===== config.mk =====
export PLATFORM = sky130hd
export DESIGN_NAME = urr_rx_core
export DESIGN_NICKNAME = d
export VERILOG_FILES = /design/src/pkg/urr_pkg.sv /design/src/pkg/urr_buf_if.sv /design/src/verilog/urr_rx_buffer.sv /design/src/verilog/urr_rx_core.sv
export SDC_FILE = /design/constraint.sdc
export NUM_CORES = 1
export LEC_CHECK = 0
export ABC_AREA = 1
export BUFFER_PORTS_ARGS = -buffer_cell sky130_fd_sc_hd__buf_2
export CAP_MARGIN = 20
export CORE_ASPECT_RATIO = 0.7
export CORE_MARGIN = 3
export CORE_UTILIZATION = 50
export CTS_BUF_LIST = sky130_fd_sc_hd__clkbuf_16
export CTS_CLUSTER_DIAMETER = 100
export CTS_CLUSTER_SIZE = 10
export DETAILED_ROUTE_END_ITERATION = 6
export PLACE_DENSITY = 0.71
export SLEW_MARGIN = 20
export SYNTH_ARGS = -nofsm -noshare
export SYNTH_HDL_FRONTEND = slang
export SYNTH_SLANG_ARGS = --single-unit

===== constraint.sdc =====
create_clock -name CLK -period 2.2 [get_ports CLK]
set_input_delay 0.44 -clock CLK [delete_from_list [all_inputs] [get_ports CLK]]
set_output_delay 0.44 -clock CLK [all_outputs]
set_load 0.02 [all_outputs]

===== src/pkg/urr_pkg.sv =====
// Shared constants and types of the receive recovery block
package urr_pkg;
    // --------------------------------------------------------------------
    // Sampling
    // --------------------------------------------------------------------
    localparam logic [4:0] SPB_NORMAL = 5'h10; // Samples per bit, normal speed
    localparam logic [4:0] SPB_DOUBLE = 5'h08; // Samples per bit, double speed
    localparam logic [4:0] VOTE_FIRST_N = 5'h08;
    localparam logic [4:0] VOTE_LAST_N = 5'h0a;
    localparam logic [4:0] VOTE_FIRST_D = 5'h04;
    localparam logic [4:0] VOTE_LAST_D = 5'h06;
    localparam logic [4:0] SAMPLE_ONE = 5'h01;
    localparam logic [1:0] VOTE_MAJ = 2'h2;    // Votes needed for a majority
    // --------------------------------------------------------------------
    // Frame format
    // --------------------------------------------------------------------
    localparam logic [1:0] PAR_NONE = 2'h0;
    localparam logic [1:0] PAR_ODD = 2'h3;
    localparam logic [3:0] SPI_LAST_BIT = 4'h7;
    // --------------------------------------------------------------------
    // Buffer entry and received-data-high layout
    // --------------------------------------------------------------------
    localparam int BUF_DEPTH = 2;
    localparam int ENTRY_W = 12;
    localparam int ENT_OVF = 11;
    localparam int ENT_FRAME_ERROR_FLAG = 10;
    localparam int ENT_PERR = 9;
    localparam int HI_RXC = 7;
    localparam int HI_OVF = 6;
    localparam int HI_FRAME_ERROR_FLAG = 2;
    localparam int HI_PERR = 1;
    localparam int HI_DATA8 = 0;
    typedef logic [ENTRY_W-1:0] urr_entry_t;
    typedef enum logic [2:0] {S_IDLE, S_START, S_DATA, S_HOLD} urr_state_e;
endpackage : urr_pkg


===== src/pkg/urr_buf_if.sv =====
// Link between the receiver core and its receive buffer
`timescale 1ns/1ps
`default_nettype none
interface urr_buf_if;
    import urr_pkg::*;
    logic push;
    urr_entry_t push_entry;
    logic pop;
    logic flush;
    logic [1:0] count;
    urr_entry_t head;
    modport core (output push, output push_entry, output pop, output flush,
                  input count, input head);
    modport buffer (input push, input push_entry, input pop, input flush,
                    output count, output head);
endinterface : urr_buf_if
`default_nettype wire


===== src/verilog/urr_rx_buffer.sv =====
// Two-entry receive buffer holding each frame with its error flags
`timescale 1ns/1ps
`default_nettype none
module urr_rx_buffer
(
    // Clock and reset
    input wire logic clk,
    input wire logic arst_n,
    // Core side
    urr_buf_if.buffer b
);
    import urr_pkg::*;

    typedef struct packed {
        logic [1:0] count;
        urr_entry_t [BUF_DEPTH-1:0] ent;
    } urr_buf_s;

    urr_buf_s r;
    urr_buf_s next_r;

    // Pop shifts the queue, push lands behind it; push after pop wins
    always_comb
    begin
        logic [1:0] left;
        left = r.count;
        next_r = r;
        if (b.flush)
        begin
            next_r = '0;
        end
        else
        begin
            if (b.pop && r.count != 2'h0)
            begin
                left = r.count - 2'h1;
                for (int i = 0; i < BUF_DEPTH - 1; i++)
                begin
                    next_r.ent[i] = r.ent[i+1];
                end
                next_r.ent[BUF_DEPTH-1] = '0;
            end
            if (b.push)
            begin
                if (left < 2'(BUF_DEPTH))
                begin
                    next_r.ent[left[0]] = b.push_entry;
                    left = left + 2'h1;
                end
                else
                begin
                    next_r.ent[BUF_DEPTH-1][ENT_OVF] = 1'b1; // Frame lost
                end
            end
            next_r.count = left;
        end
    end

    // State register
    always_ff @(posedge clk or negedge arst_n)
    begin
        if (!arst_n)
            r <= '0;
        else
            r <= next_r;
    end

    assign b.count = r.count;
    assign b.head = r.ent[0];
endmodule : urr_rx_buffer
`default_nettype wire


===== src/verilog/urr_rx_core.sv =====
// Receiver clock and data recovery with master SPI transfer engine
`timescale 1ns/1ps
`default_nettype none
module urr_rx_core
(
    // Clock and reset
    input wire logic CLK,
    input wire logic ARST_N,
    // Configuration
    input wire logic RX_ENABLE,
    input wire logic TX_ENABLE,
    input wire logic DOUBLE_SPEED_SELECT,
    input wire logic SPI_MODE,
    input wire logic LSB_FIRST,
    input wire logic [3:0] DATA_BITS,
    input wire logic [1:0] PARITY_MODE,
    input wire logic [15:0] BAUD_DIV,
    // Software access
    input wire logic READ_LOW,
    input wire logic DATA_WRITE,
    input wire logic [7:0] DATA_IN,
    // Status and received data
    output logic RECEIVE_COMPLETE_FLAG,
    output logic [7:0] RECEIVED_DATA_HIGH,
    output logic [7:0] RECEIVED_DATA_LOW,
    output logic TX_BUFFER_EMPTY,
    // Pins
    input wire logic RXD_PIN,
    output logic TXD_PIN,
    output logic TRANSFER_CLOCK_PIN
);
    import urr_pkg::*;

    typedef struct packed {
        logic sync1;
        logic sync2;
        logic prev;
        logic [15:0] div;
        logic tick;
        urr_state_e state;
        logic [4:0] cnt;
        logic [1:0] votes;
        logic [3:0] bitidx;
        logic [8:0] data;
        logic pbit;
        logic spi_busy;
        logic [3:0] spi_bit;
        logic [7:0] tx_buf;
        logic tx_full;
        logic [7:0] tx_sh;
        logic [7:0] rx_sh;
        logic push;
        urr_entry_t push_entry;
        logic rxc;
        logic [7:0] hi;
        logic [7:0] lo;
        logic sck;
        logic mosi;
        logic txe;
    } urr_core_s;

    urr_core_s r;
    urr_core_s next_r;
    urr_buf_if b ();

    // --------------------------------------------------------------------
    // Sampling decode
    // --------------------------------------------------------------------
    logic [4:0] spb;
    logic [4:0] vfirst;
    logic [4:0] vlast;
    logic [3:0] nbits;
    logic vote_now;
    logic in_vote;
    logic [1:0] votes_now;

    // Rate and vote window per speed, majority including current sample
    always_comb
    begin
        spb = DOUBLE_SPEED_SELECT ? SPB_DOUBLE : SPB_NORMAL;
        vfirst = DOUBLE_SPEED_SELECT ? VOTE_FIRST_D : VOTE_FIRST_N;
        vlast = DOUBLE_SPEED_SELECT ? VOTE_LAST_D : VOTE_LAST_N;
        nbits = DATA_BITS + {3'h0, PARITY_MODE != PAR_NONE};
        in_vote = r.cnt >= vfirst && r.cnt <= vlast;
        votes_now = r.votes + {1'b0, r.sync2 & in_vote};
        vote_now = votes_now >= VOTE_MAJ;
    end

    // --------------------------------------------------------------------
    // Next state
    // --------------------------------------------------------------------
    always_comb
    begin
        logic [7:0] sh;
        sh = '0;
        next_r = r;
        next_r.push = 1'b0;
        // Two-stage input synchroniser and sample tick divider
        next_r.sync1 = RXD_PIN;
        next_r.sync2 = r.sync1;
        next_r.tick = 1'b0;
        next_r.div = r.div + 16'h1;
        if (r.div >= BAUD_DIV)
        begin
            next_r.div = '0;
            next_r.tick = 1'b1;
        end
        // Asynchronous frame recovery
        if (r.tick && !SPI_MODE)
        begin
            next_r.prev = r.sync2;
            if (in_vote)
                next_r.votes = votes_now;
            next_r.cnt = r.cnt + 5'h1;
            case (r.state)
                S_IDLE:
                begin
                    if (r.prev && !r.sync2)
                    begin
                        next_r.state = S_START;
                        next_r.cnt = SAMPLE_ONE + 5'h1;
                        next_r.votes = '0;
                    end
                end
                S_START:
                begin
                    if (r.cnt == vlast)
                    begin
                        // Majority low accepts the start bit
                        next_r.state = vote_now ? S_IDLE : S_DATA;
                        next_r.bitidx = '0;
                        next_r.data = '0;
                    end
                end
                S_DATA:
                begin
                    if (r.cnt == vlast)
                    begin
                        if (r.bitidx < DATA_BITS)
                            next_r.data[r.bitidx] = vote_now;
                        else if (r.bitidx < nbits)
                            next_r.pbit = vote_now;
                        else
                        begin
                            // First stop bit closes the frame
                            next_r.push = RX_ENABLE;
                            next_r.push_entry = '0;
                            next_r.push_entry[8:0] = r.data;
                            next_r.push_entry[ENT_FRAME_ERROR_FLAG] = !vote_now;
                            next_r.push_entry[ENT_PERR] = (PARITY_MODE != PAR_NONE)
                                && ((^r.data ^ r.pbit) != (PARITY_MODE == PAR_ODD));
                            next_r.state = DOUBLE_SPEED_SELECT ? S_HOLD : S_IDLE;
                        end
                        // Advance after the vote so the tail of the start bit never counts
                        next_r.bitidx = r.bitidx + 4'h1;
                    end
                    if (r.cnt == spb)
                    begin
                        next_r.cnt = SAMPLE_ONE;
                        next_r.votes = '0;
                    end
                end
                S_HOLD:
                    next_r.state = S_IDLE;
                default:
                    next_r.state = S_IDLE;
            endcase
        end
        // Master SPI: buffered write feeds the shifter
        if (DATA_WRITE && !r.tx_full && SPI_MODE)
        begin
            next_r.tx_buf = DATA_IN;
            next_r.tx_full = 1'b1;
        end
        if (SPI_MODE && !r.spi_busy && r.tx_full && TX_ENABLE)
        begin
            next_r.spi_busy = 1'b1;
            next_r.tx_full = 1'b0; // A write refused while full is never replayed
            next_r.tx_sh = r.tx_buf;
            next_r.spi_bit = '0;
            next_r.mosi = LSB_FIRST ? r.tx_buf[0] : r.tx_buf[7];
        end
        else if (r.spi_busy && r.tick)
        begin
            next_r.sck = !r.sck;
            // A slave bit needs three clocks through the synchroniser: BAUD_DIV of 2 or more
            if (!r.sck)
                next_r.rx_sh = LSB_FIRST ? {r.sync2, r.rx_sh[7:1]} : {r.rx_sh[6:0], r.sync2};
            else if (r.spi_bit == SPI_LAST_BIT)
            begin
                next_r.spi_busy = 1'b0;
                next_r.push = RX_ENABLE;
                next_r.push_entry = {4'h0, r.rx_sh};
            end
            else
            begin
                sh = LSB_FIRST ? {1'b0, r.tx_sh[7:1]} : {r.tx_sh[6:0], 1'b0};
                next_r.tx_sh = sh;
                next_r.mosi = LSB_FIRST ? sh[0] : sh[7];
                next_r.spi_bit = r.spi_bit + 4'h1;
            end
        end
        if (!SPI_MODE)
        begin
            next_r.spi_busy = 1'b0;
            next_r.sck = 1'b0;
        end
        // Receiver disable drops the frame in flight
        if (!RX_ENABLE || SPI_MODE)
        begin
            next_r.state = S_IDLE;
            next_r.prev = 1'b0;
        end
        // Registered view of buffer head
        next_r.rxc = b.count != 2'h0;
        next_r.lo = b.head[7:0];
        next_r.hi = '0;
        next_r.hi[HI_RXC] = b.count != 2'h0;
        next_r.hi[HI_OVF] = b.head[ENT_OVF];
        next_r.hi[HI_FRAME_ERROR_FLAG] = b.head[ENT_FRAME_ERROR_FLAG];
        next_r.hi[HI_PERR] = b.head[ENT_PERR];
        next_r.hi[HI_DATA8] = b.head[8];
        next_r.txe = !next_r.tx_full;
    end

    // State register
    always_ff @(posedge CLK or negedge ARST_N)
    begin
        if (!ARST_N)
            r <= '0;
        else
            r <= next_r;
    end

    // --------------------------------------------------------------------
    // Buffer and outputs
    // --------------------------------------------------------------------
    assign b.push = r.push;
    assign b.push_entry = r.push_entry;
    assign b.pop = READ_LOW;
    assign b.flush = !RX_ENABLE;

    urr_rx_buffer u_buf (
        .clk(CLK),
        .arst_n(ARST_N),
        .b(b)
    );

    assign RECEIVE_COMPLETE_FLAG = r.rxc;
    assign RECEIVED_DATA_HIGH = r.hi;
    assign RECEIVED_DATA_LOW = r.lo;
    assign TX_BUFFER_EMPTY = r.txe;
    assign TXD_PIN = r.mosi;
    assign TRANSFER_CLOCK_PIN = r.sck;
endmodule : urr_rx_core
`default_nettype wire


==> impl_summary.log, run 1 <==
INFO  metric power.sequential.fraction = a little over two fifths
INFO  metric cts.sink_count = approximately 130
INFO  metric finalNonFillerCells = 1136
INFO  metric drv_slew = 0
INFO  metric grt_pass1_vias = about 5400
INFO  metric power.density = a little under 800 nW/um^2
INFO  metric port_buffers = 56
INFO  metric violations_in_the_final_reports = negative setup slack
INFO  metric antenna_found_initial = 0
INFO  metric rows = 35
INFO  metric critical_path_class = reg -> reg
INFO  metric post-route-drc-count = 0
INFO  metric cellInternalPower = between 0.004 and 0.005 W
INFO  metric rsz0062_at_grt = true
INFO  metric synth_enable_flop_cells = 0
INFO  metric swShare = between 20 and 30%
INFO  metric power.share.clock = a little over two fifths
INFO  metric floorplan.initialDensity = between 50% and 60%
INFO  metric final_antenna_net_count = 0
INFO  metric global_route_wire_length_before_repair = between 20000 and 30000 microns
INFO  metric power.combinational.fraction = between 15 and 20%
INFO  metric worst-slew-pin-transition = 0.678 ns
INFO  metric gp_congestion = between 0.8 and 0.9
INFO  metric period_needed = around 2.3 ns
INFO  metric pin_count_of_the_biggest_net_entering_global_routing = 44
INFO  metric final.setup_skew = around 0.011 ns
INFO  metric yosysWarnings = 0
INFO  metric asyncSetResetFlopFracSynth = between 90% and 100%
INFO  metric setup_viol = 5
INFO  metric dr_wl_cell = 13.3 microns
INFO  metric num_vias = 5783
INFO  metric path_max_fanout = 8
INFO  metric final-hold-violation-count = 0
INFO  metric ys_dominant_reg_cell = sky130_fd_sc_hd__dfrtp_1
INFO  metric synth.lib_cells_used.distinct = 47
INFO  metric worstSetupStartpointType = register
INFO  metric power.total = 0.00667 W
INFO  metric sequential_fraction_of_the_synthesis_area = between 40 and 50%
INFO  metric holdCritPathClass = in -> async
INFO  metric post-dp-hpwl = between 10000 and 15000 microns
INFO  metric total_die_area = ~16000 sq um
INFO  metric area_overhead_of_the_layout_relative_to_synthesis = 18.0%
INFO  metric outcome = finished with violations
INFO  metric tot_gr_track_use = between 20% and 30%
INFO  metric cellLeakagePower = 4.30 nW
INFO  metric ctsLongestPathBuffers = 2
INFO  metric cp.required = 2.55 ns
INFO  metric post-synth-top-area-fraction = roughly 45%
INFO  metric netlist_top_cells_count = 177 x sky130_fd_sc_hd__nand2_1, 128 x sky130_fd_sc_hd__dfrtp_1, 109 x sky130_fd_sc_hd__inv_1, 70 x sky130_fd_sc_hd__nor2_1, 51 x sky130_fd_sc_hd__nand3_1
INFO  metric tritoncts.num_buffers = 17
INFO  metric register_clock_pin_slew_on_the_reported_worst_setup_and_hold_paths = roughly 0.060 ns
INFO  metric cts_tree = done
INFO  metric cts_hold_repair.buffers = 0
INFO  metric switching_power = 0.00186 W
INFO  metric postRouteWirelength = 15100 microns
INFO  metric ir_drop = between 600 and 700 uV
INFO  metric 1st_iter_drt_viols = 320
INFO  metric die_width = approximately 150 microns
INFO  metric synth.most_common_cell = sky130_fd_sc_hd__nand2_1
INFO  metric floorplan.core_area = between 10000 and 15000 sq um
INFO  metric average_cell_area_after_synthesis = 8.33 sq um
INFO  metric diodes = 0
INFO  metric placed_cells = 1100
INFO  metric synth.ff_latch_count = 128
INFO  metric cts.root.buffer_cell = sky130_fd_sc_hd__clkbuf_16
INFO  metric max_clock_freq = approximately 440 MHz
INFO  metric final.setup.worst_slack = -0.0675 ns
INFO  metric finalNetCount = ~1000
INFO  metric mappedNetlistArea = 7190 sq um
INFO  metric number_of_maximum_capacitance_constraint_violations = 0
INFO  metric final_min_period_over_clock_period = 103%
INFO  metric clock_tree.htree_level_count = 4
INFO  metric post_synth_main_area_contributors = sky130_fd_sc_hd__dfrtp_1 45%, sky130_fd_sc_hd__nand2_1 9.2%, sky130_fd_sc_hd__ha_1 7.5%
INFO  metric clock_insertion_delay_worst_skew = about 0.41 ns
INFO  metric worstSetupEndpointType = register
INFO  metric post-synth-top-area-cell = sky130_fd_sc_hd__dfrtp_1
INFO  metric floorplan.die.height = about 110 microns
INFO  metric drive_gt1_share = a little under 20%
INFO  metric netlist_instances = about 860
INFO  metric cp_data_arrival_time = approximately 2.6 ns
INFO  metric ioPinCount = 60
INFO  metric routed_via_density = a little over 5
INFO  metric max-slew-margin-rel = 54.4%
INFO  metric drtPass1Iterations = 6
INFO  metric overflow = 0
INFO  metric setup-tns-final = -0.136 ns
## stage by stage
stage                     util [%]  hold WS, ns  cell area [sq um]  setup slack, ns
final                         62.3       0.0477               8490          -0.0675
after global routing          62.3       0.0793               8490           -0.212
after CTS                     61.7       0.0562               8400           0.0141
after detailed placement      57.3        0.336               7800           -0.317
after global placement        57.3        0.333               7800           -0.258
after floorplan                  -        0.144               7270          -0.0151
## final cells by class
class	instances	area, sq um
Fill cell	1201	5130
Multi-Input combinational cell	579	3400
Sequential cell	128	3200
Timing Repair Buffer	94	609
Inverter	119	448
Clock buffer	17	425
Tap cell	185	231
Clock inverter	14	168
## timing repair
action,in CTS,in global routing
gates resized for setup,0,11
pin swaps,4,22
setup buffers,1,4
endpoints found under the hold margin,0,0
setup endpoints to repair,8,24
## worst max-delay path, stage by stage (launching register included)
cell                      delay (ns)
sky130_fd_sc_hd__dfrtp_1        0.42
sky130_fd_sc_hd__ha_4           0.30
sky130_fd_sc_hd__nand2_4        0.05
sky130_fd_sc_hd__nor2_4         0.13
sky130_fd_sc_hd__nand2_4        0.06
sky130_fd_sc_hd__o21ai_1        0.07
sky130_fd_sc_hd__nand2_1        0.09
sky130_fd_sc_hd__nor2_1         0.12
sky130_fd_sc_hd__ha_2           0.20
sky130_fd_sc_hd__xor2_2         0.19
sky130_fd_sc_hd__inv_2          0.12
sky130_fd_sc_hd__buf_4          0.16
sky130_fd_sc_hd__buf_6          0.11
sky130_fd_sc_hd__nand2_1        0.05
sky130_fd_sc_hd__o211a_1        0.14
## kinds of logic (layout without fill, tap and decap cells)
| family | after synthesis | after routing | share of synthesized area [%] |
|---|---|---|---|
| flip-flops | 128 | 128 | 44.5 |
| AO/OA/AOI/OAI | 158 | 158 | 12.9 |
| other | 1 | 3 | 0.0521 |
| AND/OR/NAND/NOR | 347 | 347 | 21.4 |
| adder cells (fa/ha/maj) | 43 | 43 | 7.48 |
| multiplexers | 7 | 7 | 1.10 |
| buffers and inverters | 159 | 244 | 9.72 |
| XOR/XNOR | 21 | 21 | 2.82 |
## power by group through the flow
| stage | clock network [W] | registers (W) | logic [W] |
|---|---|---|---|
| after global placement | 0 | 0.00283 | 0.00100 |
| after detailed placement | 0 | 0.00284 | 0.00103 |
| after floorplan | 0 | 0.00282 | 0.000714 |
| after CTS | 0.00287 | 0.00280 | 0.00104 |
| after global routing | 0.00298 | 0.00284 | 0.00118 |
| final | 0.00284 | 0.00280 | 0.00103 |
## state kept, by name, indices dropped and copies added, names as in the netlist
signal              count
r                      72
b.push_entry           12
u_buf.b.head           12
u_buf.r                12
RECEIVED_DATA_LOW       8
RECEIVED_DATA_HIGH      5
u_buf.b.count           2
TRANSFER_CLOCK_PIN      1
TXD_PIN                 1
TX_BUFFER_EMPTY         1
b.push                  1
next_r                  1
## routing by layer
layer  vias up  share of wire, %  global-route usage [%]
li1       2984                 -                       -
met1      2658                52                    30.7
met2       133                43                    29.3
met3         8               4.7                    4.09
met4         0              0.36                    5.09
met5         -                 0                       0
## final timing paths
kind / start / to / slack, ns / cells after the start
max: r[81]$_DFFE_PN0P_ / r[78]$_DFFE_PN0P_ / -0.07 / 14
min: ARST_N / b.push_entry[1]$_DFF_PN0_ / 0.05 / 1
max reg2reg: r[81]$_DFFE_PN0P_ / r[78]$_DFFE_PN0P_ / -0.07 / 14
min reg2reg: next_r[105]$_DFF_PN0_ / r[105]$_DFF_PN0_ / 0.35 / 0
max in group asynchronous: ARST_N / b.push_entry[6]$_DFF_PN0_ / 1.53 / 2
min in group CLK: RXD_PIN / next_r[105]$_DFF_PN0_ / 0.14 / 1
## cells in the final DEF (no fill, tap or decap), types with 17 or more instances in the layout
master	n
sky130_fd_sc_hd__buf_4	35
sky130_fd_sc_hd__nand2_1	174
sky130_fd_sc_hd__o21ai_0	32
sky130_fd_sc_hd__a31oi_1	19
sky130_fd_sc_hd__nor2_1	69
sky130_fd_sc_hd__nand3_1	50
sky130_fd_sc_hd__buf_2	55
sky130_fd_sc_hd__dfrtp_1	128
sky130_fd_sc_hd__o21ai_1	27
sky130_fd_sc_hd__clkbuf_16	17
sky130_fd_sc_hd__inv_1	110
sky130_fd_sc_hd__a21oi_1	45
sky130_fd_sc_hd__ha_1	37
Note: power is estimated with default switching activity, not from simulation.
==> inputs of run 2 (changes only) <==
PLACE_DENSITY = unset   (was 0.71)
PLACE_DENSITY_LB_ADDON = 0.2   (was unset)
SETUP_SLACK_MARGIN = 0.2   (was unset)
==> impl_summary.log, run 2 (synthesis results as in run 1) <==
INFO  metric outcome = finished with violations
INFO  metric violations_in_the_final_reports = negative setup slack
INFO  metric cp.required = 2.50 ns (-0.05 ns)
INFO  metric largest_register_ffs = 72 (unchanged)
INFO  metric final-hold-violation-count = 0 (unchanged)
INFO  metric pre_cts_ws = -0.281 ns (+0.0354 ns)
INFO  metric finalNetCount = 1029 (+0.68%)
INFO  metric floorplan.die.height = 106 microns (unchanged)
INFO  metric dr_wl_cell = 13.9 microns (+4.8%)
INFO  metric postRouteWirelength = 15900 microns (+5.6%)
INFO  metric overflow = 0 (unchanged)
INFO  metric layout.cells.most_common = sky130_fd_sc_hd__nand2_1
INFO  metric drtPass1Iterations = 4 (-2)
INFO  metric final.setup_skew = 0.00878 ns (-0.00250 ns)
INFO  metric floorplan.core_area = 13600 sq um (unchanged)
INFO  metric clock_tree.htree_level_count = 4 (unchanged)
INFO  metric cts_tree = done
INFO  metric count_of_cells_along_the_worst_hold_path = 1
INFO  metric number_of_maximum_capacitance_constraint_violations = 0 (unchanged)
INFO  metric worstSetupEndpointType = register
INFO  metric final.setup.worst_slack = -0.0462 ns (+0.0212 ns)
INFO  metric antenna_found_initial = 0 (unchanged)
INFO  metric layout.core_utilization = 64.3% (+2.0 points)
INFO  metric nFillCells = 1139 (-5.2%)
INFO  metric die_width = 149 microns (unchanged)
INFO  metric final_cell_area = 8760 sq um (+3.2%)
INFO  metric max_clock_freq = 445 MHz (+0.95%)
INFO  metric dpl_cell_area = 7800 sq um (about the same)
INFO  metric post-route-drc-count = 0 (unchanged)
INFO  metric cts.root.buffer_cell = sky130_fd_sc_hd__clkbuf_16
INFO  metric final_cell_mix = 160 x sky130_fd_sc_hd__nand2_1, 128 x sky130_fd_sc_hd__dfrtp_1, 107 x sky130_fd_sc_hd__inv_1, 67 x sky130_fd_sc_hd__nor2_1, 53 x sky130_fd_sc_hd__buf_2
INFO  metric post-dp-hpwl = 11000 microns (+3.3%)
INFO  metric seq_area = 3200 sq um (unchanged)
INFO  metric gr_met3_demand_resource = 4.22% (+0.13 points)
INFO  metric final_antenna_net_count = 0 (unchanged)
INFO  metric num_vias = 5844 (+1.1%)
INFO  metric cts.sink_count = 128 (unchanged)
INFO  metric cellLeakagePower = 4.49 nW (+4.5%)
INFO  metric global_route_wire_length_before_repair = 26300 microns (+0.90%)
INFO  metric 1st_iter_drt_viols = 347 (+8.4%)
INFO  metric diodes = 0 (unchanged)
INFO  metric drv_slew = 0 (unchanged)
INFO  metric grt.met1_usage = 32.6% (+1.8 points)
INFO  metric ctsLongestPathBuffers = 2 (unchanged)
INFO  metric rows = 35 (unchanged)
INFO  metric power.density = 761 nW/um^2 (-3.2%)
INFO  metric final_min_period_over_clock_period = 102% (-0.97 points)
INFO  metric drive_gt1_share = 23.1% (+3.9 points)
INFO  metric cp_data_arrival_time = 2.54 ns (-0.07 ns)
INFO  metric ioPinCount = 60 (unchanged)
INFO  metric routed_via_density = 5.11 (+0.35%)
INFO  metric tot_gr_track_use = 20.4% (+0.25 points)
INFO  metric grt_pass1_vias = 5306 (-1.5%)
INFO  metric area_overhead_of_the_layout_relative_to_synthesis = 21.8%
INFO  metric worst_hold_slack = 0.134 ns (+0.0866 ns)
INFO  metric holdCritPathClass = in -> reg
INFO  metric worst_r2r_path_depth = 15 (+1)
INFO  metric pin_count_of_the_biggest_net_entering_global_routing = 67 (+52%)
INFO  metric setup_viol = 6 (+1)
INFO  metric path_max_fanout = 3 (-5)
INFO  metric max-slew-margin-rel = 58.2% (+3.9 points)
INFO  metric period_needed = 2.25 ns (-0.0212 ns)
INFO  metric worstSetupStartpointType = register
INFO  metric gp_congestion = 0.815 (-6.1%)
INFO  metric worst-slew-pin-transition = 0.621 ns (-0.0574 ns)
INFO  metric port_buffers = 56 (unchanged)
INFO  metric area_occupied_by_multi_input_gates = 3570 sq um (+5.0%)
INFO  metric largest-register = r
INFO  metric critical_path_class = reg -> reg
INFO  metric rsz0062_at_grt = true
INFO  metric register_clock_pin_slew_on_the_reported_worst_setup_and_hold_paths = 0.06 ns (about the same)
INFO  metric tritoncts.num_buffers = 17 (unchanged)
INFO  metric clock_insertion_delay_worst_skew = 0.41 ns (about the same)
INFO  metric ir_drop = 599 uV (-10%)
INFO  metric power.total = 0.00667 W (about the same)
INFO  metric floorplan.initialDensity = 52.8% (unchanged)
INFO  metric total_die_area = 15900 sq um (unchanged)
INFO  metric globalRoute.busiestLayer = met1
INFO  metric met2_usage = 28.3% (-1.0 points)
## run 2: changes by cell type in the layout (fill, tap and decap cells not counted), moves of 3 or more
cell                      previous run  this run
sky130_fd_sc_hd__o21ai_0            32        29
sky130_fd_sc_hd__nand3_2             3         8
sky130_fd_sc_hd__nand2_1           174       160
sky130_fd_sc_hd__buf_6               1         7
sky130_fd_sc_hd__o21ai_2             1         5
sky130_fd_sc_hd__inv_1             110       107
sky130_fd_sc_hd__nand2_2            10        15
sky130_fd_sc_hd__nand2_4             3        12
sky130_fd_sc_hd__nand3_1            50        44
## run 2: final cells by class
class                           instances  share of cell area (%)
Tap cell                              185                    2.64
Multi-Input combinational cell        579                    40.8
Inverter                              119                    5.23
Sequential cell                       128                    36.6
Clock buffer                           17                    4.86
Clock inverter                         15                    1.83
Timing Repair Buffer                  101                    8.10
## run 2: metal layers
| layer | share of wire [%] | vias to the layer above |
|---|---|---|
| met5 | 0 | - |
| li1 | - | 2991 |
| met4 | 0.75 | 0 |
| met2 | 42 | 140 |
| met3 | 5.1 | 14 |
| met1 | 53 | 2699 |
## run 2: report_power, final
group          internal, W  total (W)  switching (W)
sequential         0.00261    0.00280       0.000188
clock              0.00168    0.00277        0.00109
combinational     0.000451    0.00109       0.000641
## run 2: path summary, 6_finish.rpt
kind	startpoint	end	slack, ns
worst min register to register	next_r[105]$_DFF_PN0_	r[105]$_DFF_PN0_	0.35
min in group asynchronous	ARST_N	r[94]$_DFF_PN0_	0.40
worst max register to register	r[82]$_DFFE_PN0P_	r[78]$_DFFE_PN0P_	-0.05
max in group asynchronous	ARST_N	r[42]$_DFFE_PN0P_	1.21
worst min-delay path	RXD_PIN	next_r[105]$_DFF_PN0_	0.13
worst max-delay path	r[82]$_DFFE_PN0P_	r[78]$_DFFE_PN0P_	-0.05
## run 2: what timing repair did
item | CTS | global route
pin swaps | 26 | 37
resized for setup | 9 | 51
hold buffers | 1 | 0
setup endpoints to repair | 23 | 53
setup buffers | 9 | 4
cloned | 0 | 1
endpoints found under the hold margin | 7 | 0
## run 2: metrics by stage
stage / instances / TNS [ns]
floorplan: 866 / -0.00436
global placement: 1097 / -4.23
detailed placement: 1097 / -4.87
CTS: 1139 / -0.103
global route: 1144 / -1.99
finish: 1144 / -0.156
## run 2: critical path: stages (launching register included)
cell and delay, ns:
sky130_fd_sc_hd__dfrtp_1 0.42, sky130_fd_sc_hd__ha_4 0.31, sky130_fd_sc_hd__nand2_4 0.05, sky130_fd_sc_hd__nor2_4 0.13, sky130_fd_sc_hd__nand2_4 0.06, sky130_fd_sc_hd__o21ai_2 0.06
sky130_fd_sc_hd__nand2_2 0.08, sky130_fd_sc_hd__buf_4 0.13, sky130_fd_sc_hd__buf_4 0.12, sky130_fd_sc_hd__buf_4 0.12, sky130_fd_sc_hd__buf_4 0.12, sky130_fd_sc_hd__buf_4 0.12
sky130_fd_sc_hd__buf_4 0.13, sky130_fd_sc_hd__nor2_2 0.11, sky130_fd_sc_hd__nand2_1 0.07, sky130_fd_sc_hd__o211a_1 0.12
==> inputs of run 3 (changes only) <==
ABC_AREA = unset   (was 1)
==> impl_summary.log, run 3 <==
INFO  metric outcome = finished with violations
INFO  metric violations_in_the_final_reports = negative setup slack
INFO  metric layout.cells.most_common = sky130_fd_sc_hd__dfrtp_1
INFO  metric pin_count_of_the_biggest_net_entering_global_routing = 48 (-28%)
INFO  metric clock_tree.htree_level_count = 4 (unchanged)
INFO  metric worst-slew-pin-transition = 0.693 ns (+0.0721 ns)
INFO  metric setup-tns-final = -0.409 ns (-0.253 ns)
INFO  metric period_needed = 2.29 ns (+0.0442 ns)
INFO  metric floorplan.core_area = 13300 sq um (-2.3%)
INFO  metric post-dp-hpwl = 10300 microns (-6.1%)
INFO  metric finalNetCount = 870 (-15%)
INFO  metric power.combinational.fraction = 15.0% (-1.4 points)
INFO  metric cts_hold_repair.buffers = 0 (-1)
INFO  metric synth.lib_cells_used.distinct = 61 (+30%)
INFO  metric die_width = 146 microns (-2.2%)
INFO  metric grt_pass1_vias = 5217 (-1.7%)
INFO  metric dpl_cell_area = 7550 sq um (-3.2%)
INFO  metric port_buffers = 56 (unchanged)
INFO  metric ctsLongestPathBuffers = 2 (unchanged)
INFO  metric power.density = 766 nW/um^2 (+0.65%)
INFO  metric worstSetupEndpointType = register
INFO  metric synth.ff_latch_count = 128 (unchanged)
INFO  metric cpPeakStageDelay = 0.42 ns (about the same)
INFO  metric final-hold-violation-count = 0 (unchanged)
INFO  metric ioPinCount = 60 (unchanged)
INFO  metric mappedNetlistArea = 6870 sq um (-4.5%)
INFO  metric drv_slew = 0 (unchanged)
INFO  metric power.share.clock = 42.7% (+1.1 points)
INFO  metric largest-register = r
INFO  metric postRouteWirelength = 15100 microns (-5.0%)
INFO  metric worstSetupStartpointType = register
INFO  metric cts.root.buffer_cell = sky130_fd_sc_hd__clkbuf_16
INFO  metric cts_tree = done
INFO  metric gp_congestion = 0.792 (-2.8%)
INFO  metric routed_via_density = 5.35 (+4.7%)
INFO  metric swShare = 26.7% (-2.1 points)
INFO  metric final_min_period_over_clock_period = 104% (+2.0 points)
INFO  metric holdCritPathClass = in -> async
INFO  metric cp_data_arrival_time = 2.58 ns (+0.04 ns)
INFO  metric cellInternalPower = 0.00486 W (+2.5%)
INFO  metric ys_dominant_reg_cell = sky130_fd_sc_hd__dfrtp_1
INFO  metric max-slew-margin-rel = 53.8% (-4.5 points)
INFO  metric clock_insertion_delay_worst_skew = 0.42 ns (about the same)
INFO  metric post-synth-top-area-fraction = 46.6% (+2.1 points)
INFO  metric final.setup_skew = 0.00680 ns (-0.00198 ns)
INFO  metric rsz0062_at_grt = true
INFO  metric post_synth_main_area_contributors = sky130_fd_sc_hd__dfrtp_1 47%, sky130_fd_sc_hd__ha_1 7.8%, sky130_fd_sc_hd__nand2_1 4.2%
INFO  metric overflow = 0 (unchanged)
INFO  metric path_max_fanout = 4 (+1)
INFO  metric synth.most_common_cell = sky130_fd_sc_hd__dfrtp_1
INFO  metric power.sequential.fraction = 42.2% (+0.2 points)
INFO  metric drtPass1Iterations = 4 (unchanged)
INFO  metric final_cell_area = 8660 sq um (-1.1%)
INFO  metric cell_with_the_largest_stage_delay_on_the_worst_path = sky130_fd_sc_hd__dfrtp_1
INFO  metric tot_gr_track_use = 20.5% (+0.15 points)
INFO  metric final.setup.worst_slack = -0.0904 ns (-0.0442 ns)
INFO  metric floorplan.die.height = 104 microns (-2.1%)
INFO  metric post-synth-top-area-cell = sky130_fd_sc_hd__dfrtp_1
INFO  metric rows = 35 (unchanged)
INFO  metric antenna_found_initial = 0 (unchanged)
INFO  metric post-route-drc-count = 0 (unchanged)
INFO  metric yosysWarnings = 0 (unchanged)
INFO  metric tritoncts.num_buffers = 17 (unchanged)
INFO  metric cp.required = 2.49 ns (about the same)
INFO  metric drive_gt1_share = 26.7% (+3.5 points)
INFO  metric switching_power = 0.00177 W (-7.8%)
INFO  metric critical_path_class = reg -> reg
INFO  metric dr_wl_cell = 15.4 microns (+10%)
INFO  metric setup_viol = 14 (+8)
INFO  metric netlist_instances = 705 (-18%)
INFO  metric number_of_maximum_capacitance_constraint_violations = 0 (unchanged)
INFO  metric final_cell_mix = 126 x sky130_fd_sc_hd__dfrtp_1, 76 x sky130_fd_sc_hd__nand2_1, 53 x sky130_fd_sc_hd__buf_2, 50 x sky130_fd_sc_hd__nor2_1, 48 x sky130_fd_sc_hd__a21oi_1
INFO  metric area_overhead_of_the_layout_relative_to_synthesis = 26.1%
INFO  metric num_vias = 5262 (-10%)
INFO  metric timing.critical_path.cells = ha_4 -> a21bo_2 -> a211o_1 -> o211a_1 -> ha_4 -> xnor2_4 -> buf_4 -> buf_6 -> buf_6 -> mux2i_1 -> nor2_1
INFO  metric netlist_top_cells_count = 128 x sky130_fd_sc_hd__dfrtp_1, 77 x sky130_fd_sc_hd__nand2_1, 61 x sky130_fd_sc_hd__nor2_1, 52 x sky130_fd_sc_hd__a21oi_1, 47 x sky130_fd_sc_hd__inv_1
INFO  metric ir_drop = 512 uV (-14%)
INFO  metric asyncSetResetFlopFracSynth = 100% (unchanged)
INFO  metric final_antenna_net_count = 0 (unchanged)
INFO  metric diodes = 0 (unchanged)
INFO  metric sequential_fraction_of_the_synthesis_area = 46.6% (+2.1 points)
INFO  metric global_route_wire_length_before_repair = 25700 microns (-2.2%)
INFO  metric average_cell_area_after_synthesis = 9.75 sq um (+17%)
INFO  metric floorplan.initialDensity = 51.6% (-1.2 points)
INFO  metric largest_register_ffs = 72 (unchanged)
INFO  metric synth_enable_flop_cells = 0 (unchanged)
INFO  metric cts.sink_count = 128 (unchanged)
INFO  metric cellLeakagePower = 4.07 nW (-9.3%)
INFO  metric total_die_area = 15200 sq um (-4.3%)
INFO  metric 1st_iter_drt_viols = 213 (-39%)
INFO  metric max_clock_freq = 437 MHz (-1.9%)
INFO  metric register_clock_pin_slew_on_the_reported_worst_setup_and_hold_paths = 0.06 ns (about the same)
==> run 3: cell types whose count changed after synthesis, moves of 10 or more <==
cell and change:
sky130_fd_sc_hd__nand3_1 -28, sky130_fd_sc_hd__o21ai_1 -22, sky130_fd_sc_hd__a311oi_1 +12, sky130_fd_sc_hd__xnor2_1 +14, sky130_fd_sc_hd__a31oi_1 -17, sky130_fd_sc_hd__clkbuf_1 +10, sky130_fd_sc_hd__nand2_1 -100, sky130_fd_sc_hd__inv_1 -62
sky130_fd_sc_hd__mux2i_1 +28
==> run 3: power groups by stage <==
stage / clock network (W) / registers [W] / logic [W]
floorplan: 0 / 0.00280 / 0.000595
global placement: 0 / 0.00283 / 0.000822
detailed placement: 0 / 0.00284 / 0.000862
CTS: 0.00287 / 0.00280 / 0.000928
global route: 0.00301 / 0.00283 / 0.00112
finish: 0.00284 / 0.00280 / 0.000996
==> run 3: path summary, 6_finish.rpt <==
kind | startpoint | endpoint | slack (ns) | cells past startpoint
min reg2reg | next_r[105]$_DFF_PN0_ | r[105]$_DFF_PN0_ | 0.35 | 0
min | ARST_N | RECEIVED_DATA_LOW[0]$_DFF_PN0_ | 0.04 | 1
max reg2reg | r[81]$_DFFE_PN0P_ | b.push_entry[10]$_DFF_PN0_ | -0.09 | 11
max | r[81]$_DFFE_PN0P_ | b.push_entry[10]$_DFF_PN0_ | -0.09 | 11
min in group CLK | RXD_PIN | next_r[105]$_DFF_PN0_ | 0.13 | 1
max in group asynchronous | ARST_N | r[74]$_DFFE_PN0P_ | 1.40 | 2
==> run 3: metal layers <==
layer | global-route usage [%] | share of wire [%]
met1 | 30.1 | 49
met2 | 31.4 | 47
met3 | 4.75 | 4.0
met4 | 4.50 | 0.75
met5 | 0 | 0
==> run 3: cell type report <==
| class | count | area, sq um |
|---|---|---|
| inverter | 47 | 179 |
| multi-input combinational | 486 | 3650 |
| fill | 1083 | 4650 |
| tap | 185 | 231 |
| timing repair buffer | 107 | 803 |
| clock buffer | 17 | 425 |
| clock inverter | 14 | 168 |
| sequential | 128 | 3210 |
==> run 3: cells by family (layout without fill, tap and decap cells) <==
logic type	Yosys count	in the layout	share of synthesized area (%)
xor+xnor	36	36	4.59
flops	128	128	46.6
other cells	1	3	0.0546
compound gates	136	136	12.6
mux	39	39	6.05
buf+inv	93	185	6.54
simple gates	229	229	15.7
fa+ha+maj	43	43	7.83
==> run 3: timing repair <==
item,CTS,global route
pin swaps,19,23
gates resized for setup,35,44
endpoints found under the setup margin,42,71
setup buffers,7,4
gates cloned,3,0
==> run 3: stage by stage <==
stage          util, %  total power [W]  cells  setup slack [ns]  hold WS [ns]
3_3_place_gp      56.7          0.00365    939            -0.463         0.335
6_report          65.1          0.00663    984           -0.0904        0.0392
2_1_floorplan        -          0.00340    707            -0.210         0.144
5_1_grt           65.1          0.00696    984            -0.194        0.0801
3_5_place_dp      56.7          0.00370    939            -0.530         0.337
4_1_cts           63.4          0.00660    980           -0.0714        0.0538
==> run 3: worst max-delay path: cells and delay by family (launching register included) <==
| family | cells | cell delay [ns] |
|---|---|---|
| AND/OR/NAND/NOR | 1 | 0.07 |
| multiplexers | 1 | 0.13 |
| buffers and inverters | 3 | 0.37 |
| adder cells (fa/ha/maj) | 2 | 0.44 |
| flip-flops | 1 | 0.42 |
| XOR/XNOR | 1 | 0.16 |
| AO/OA/AOI/OAI | 3 | 0.59 |
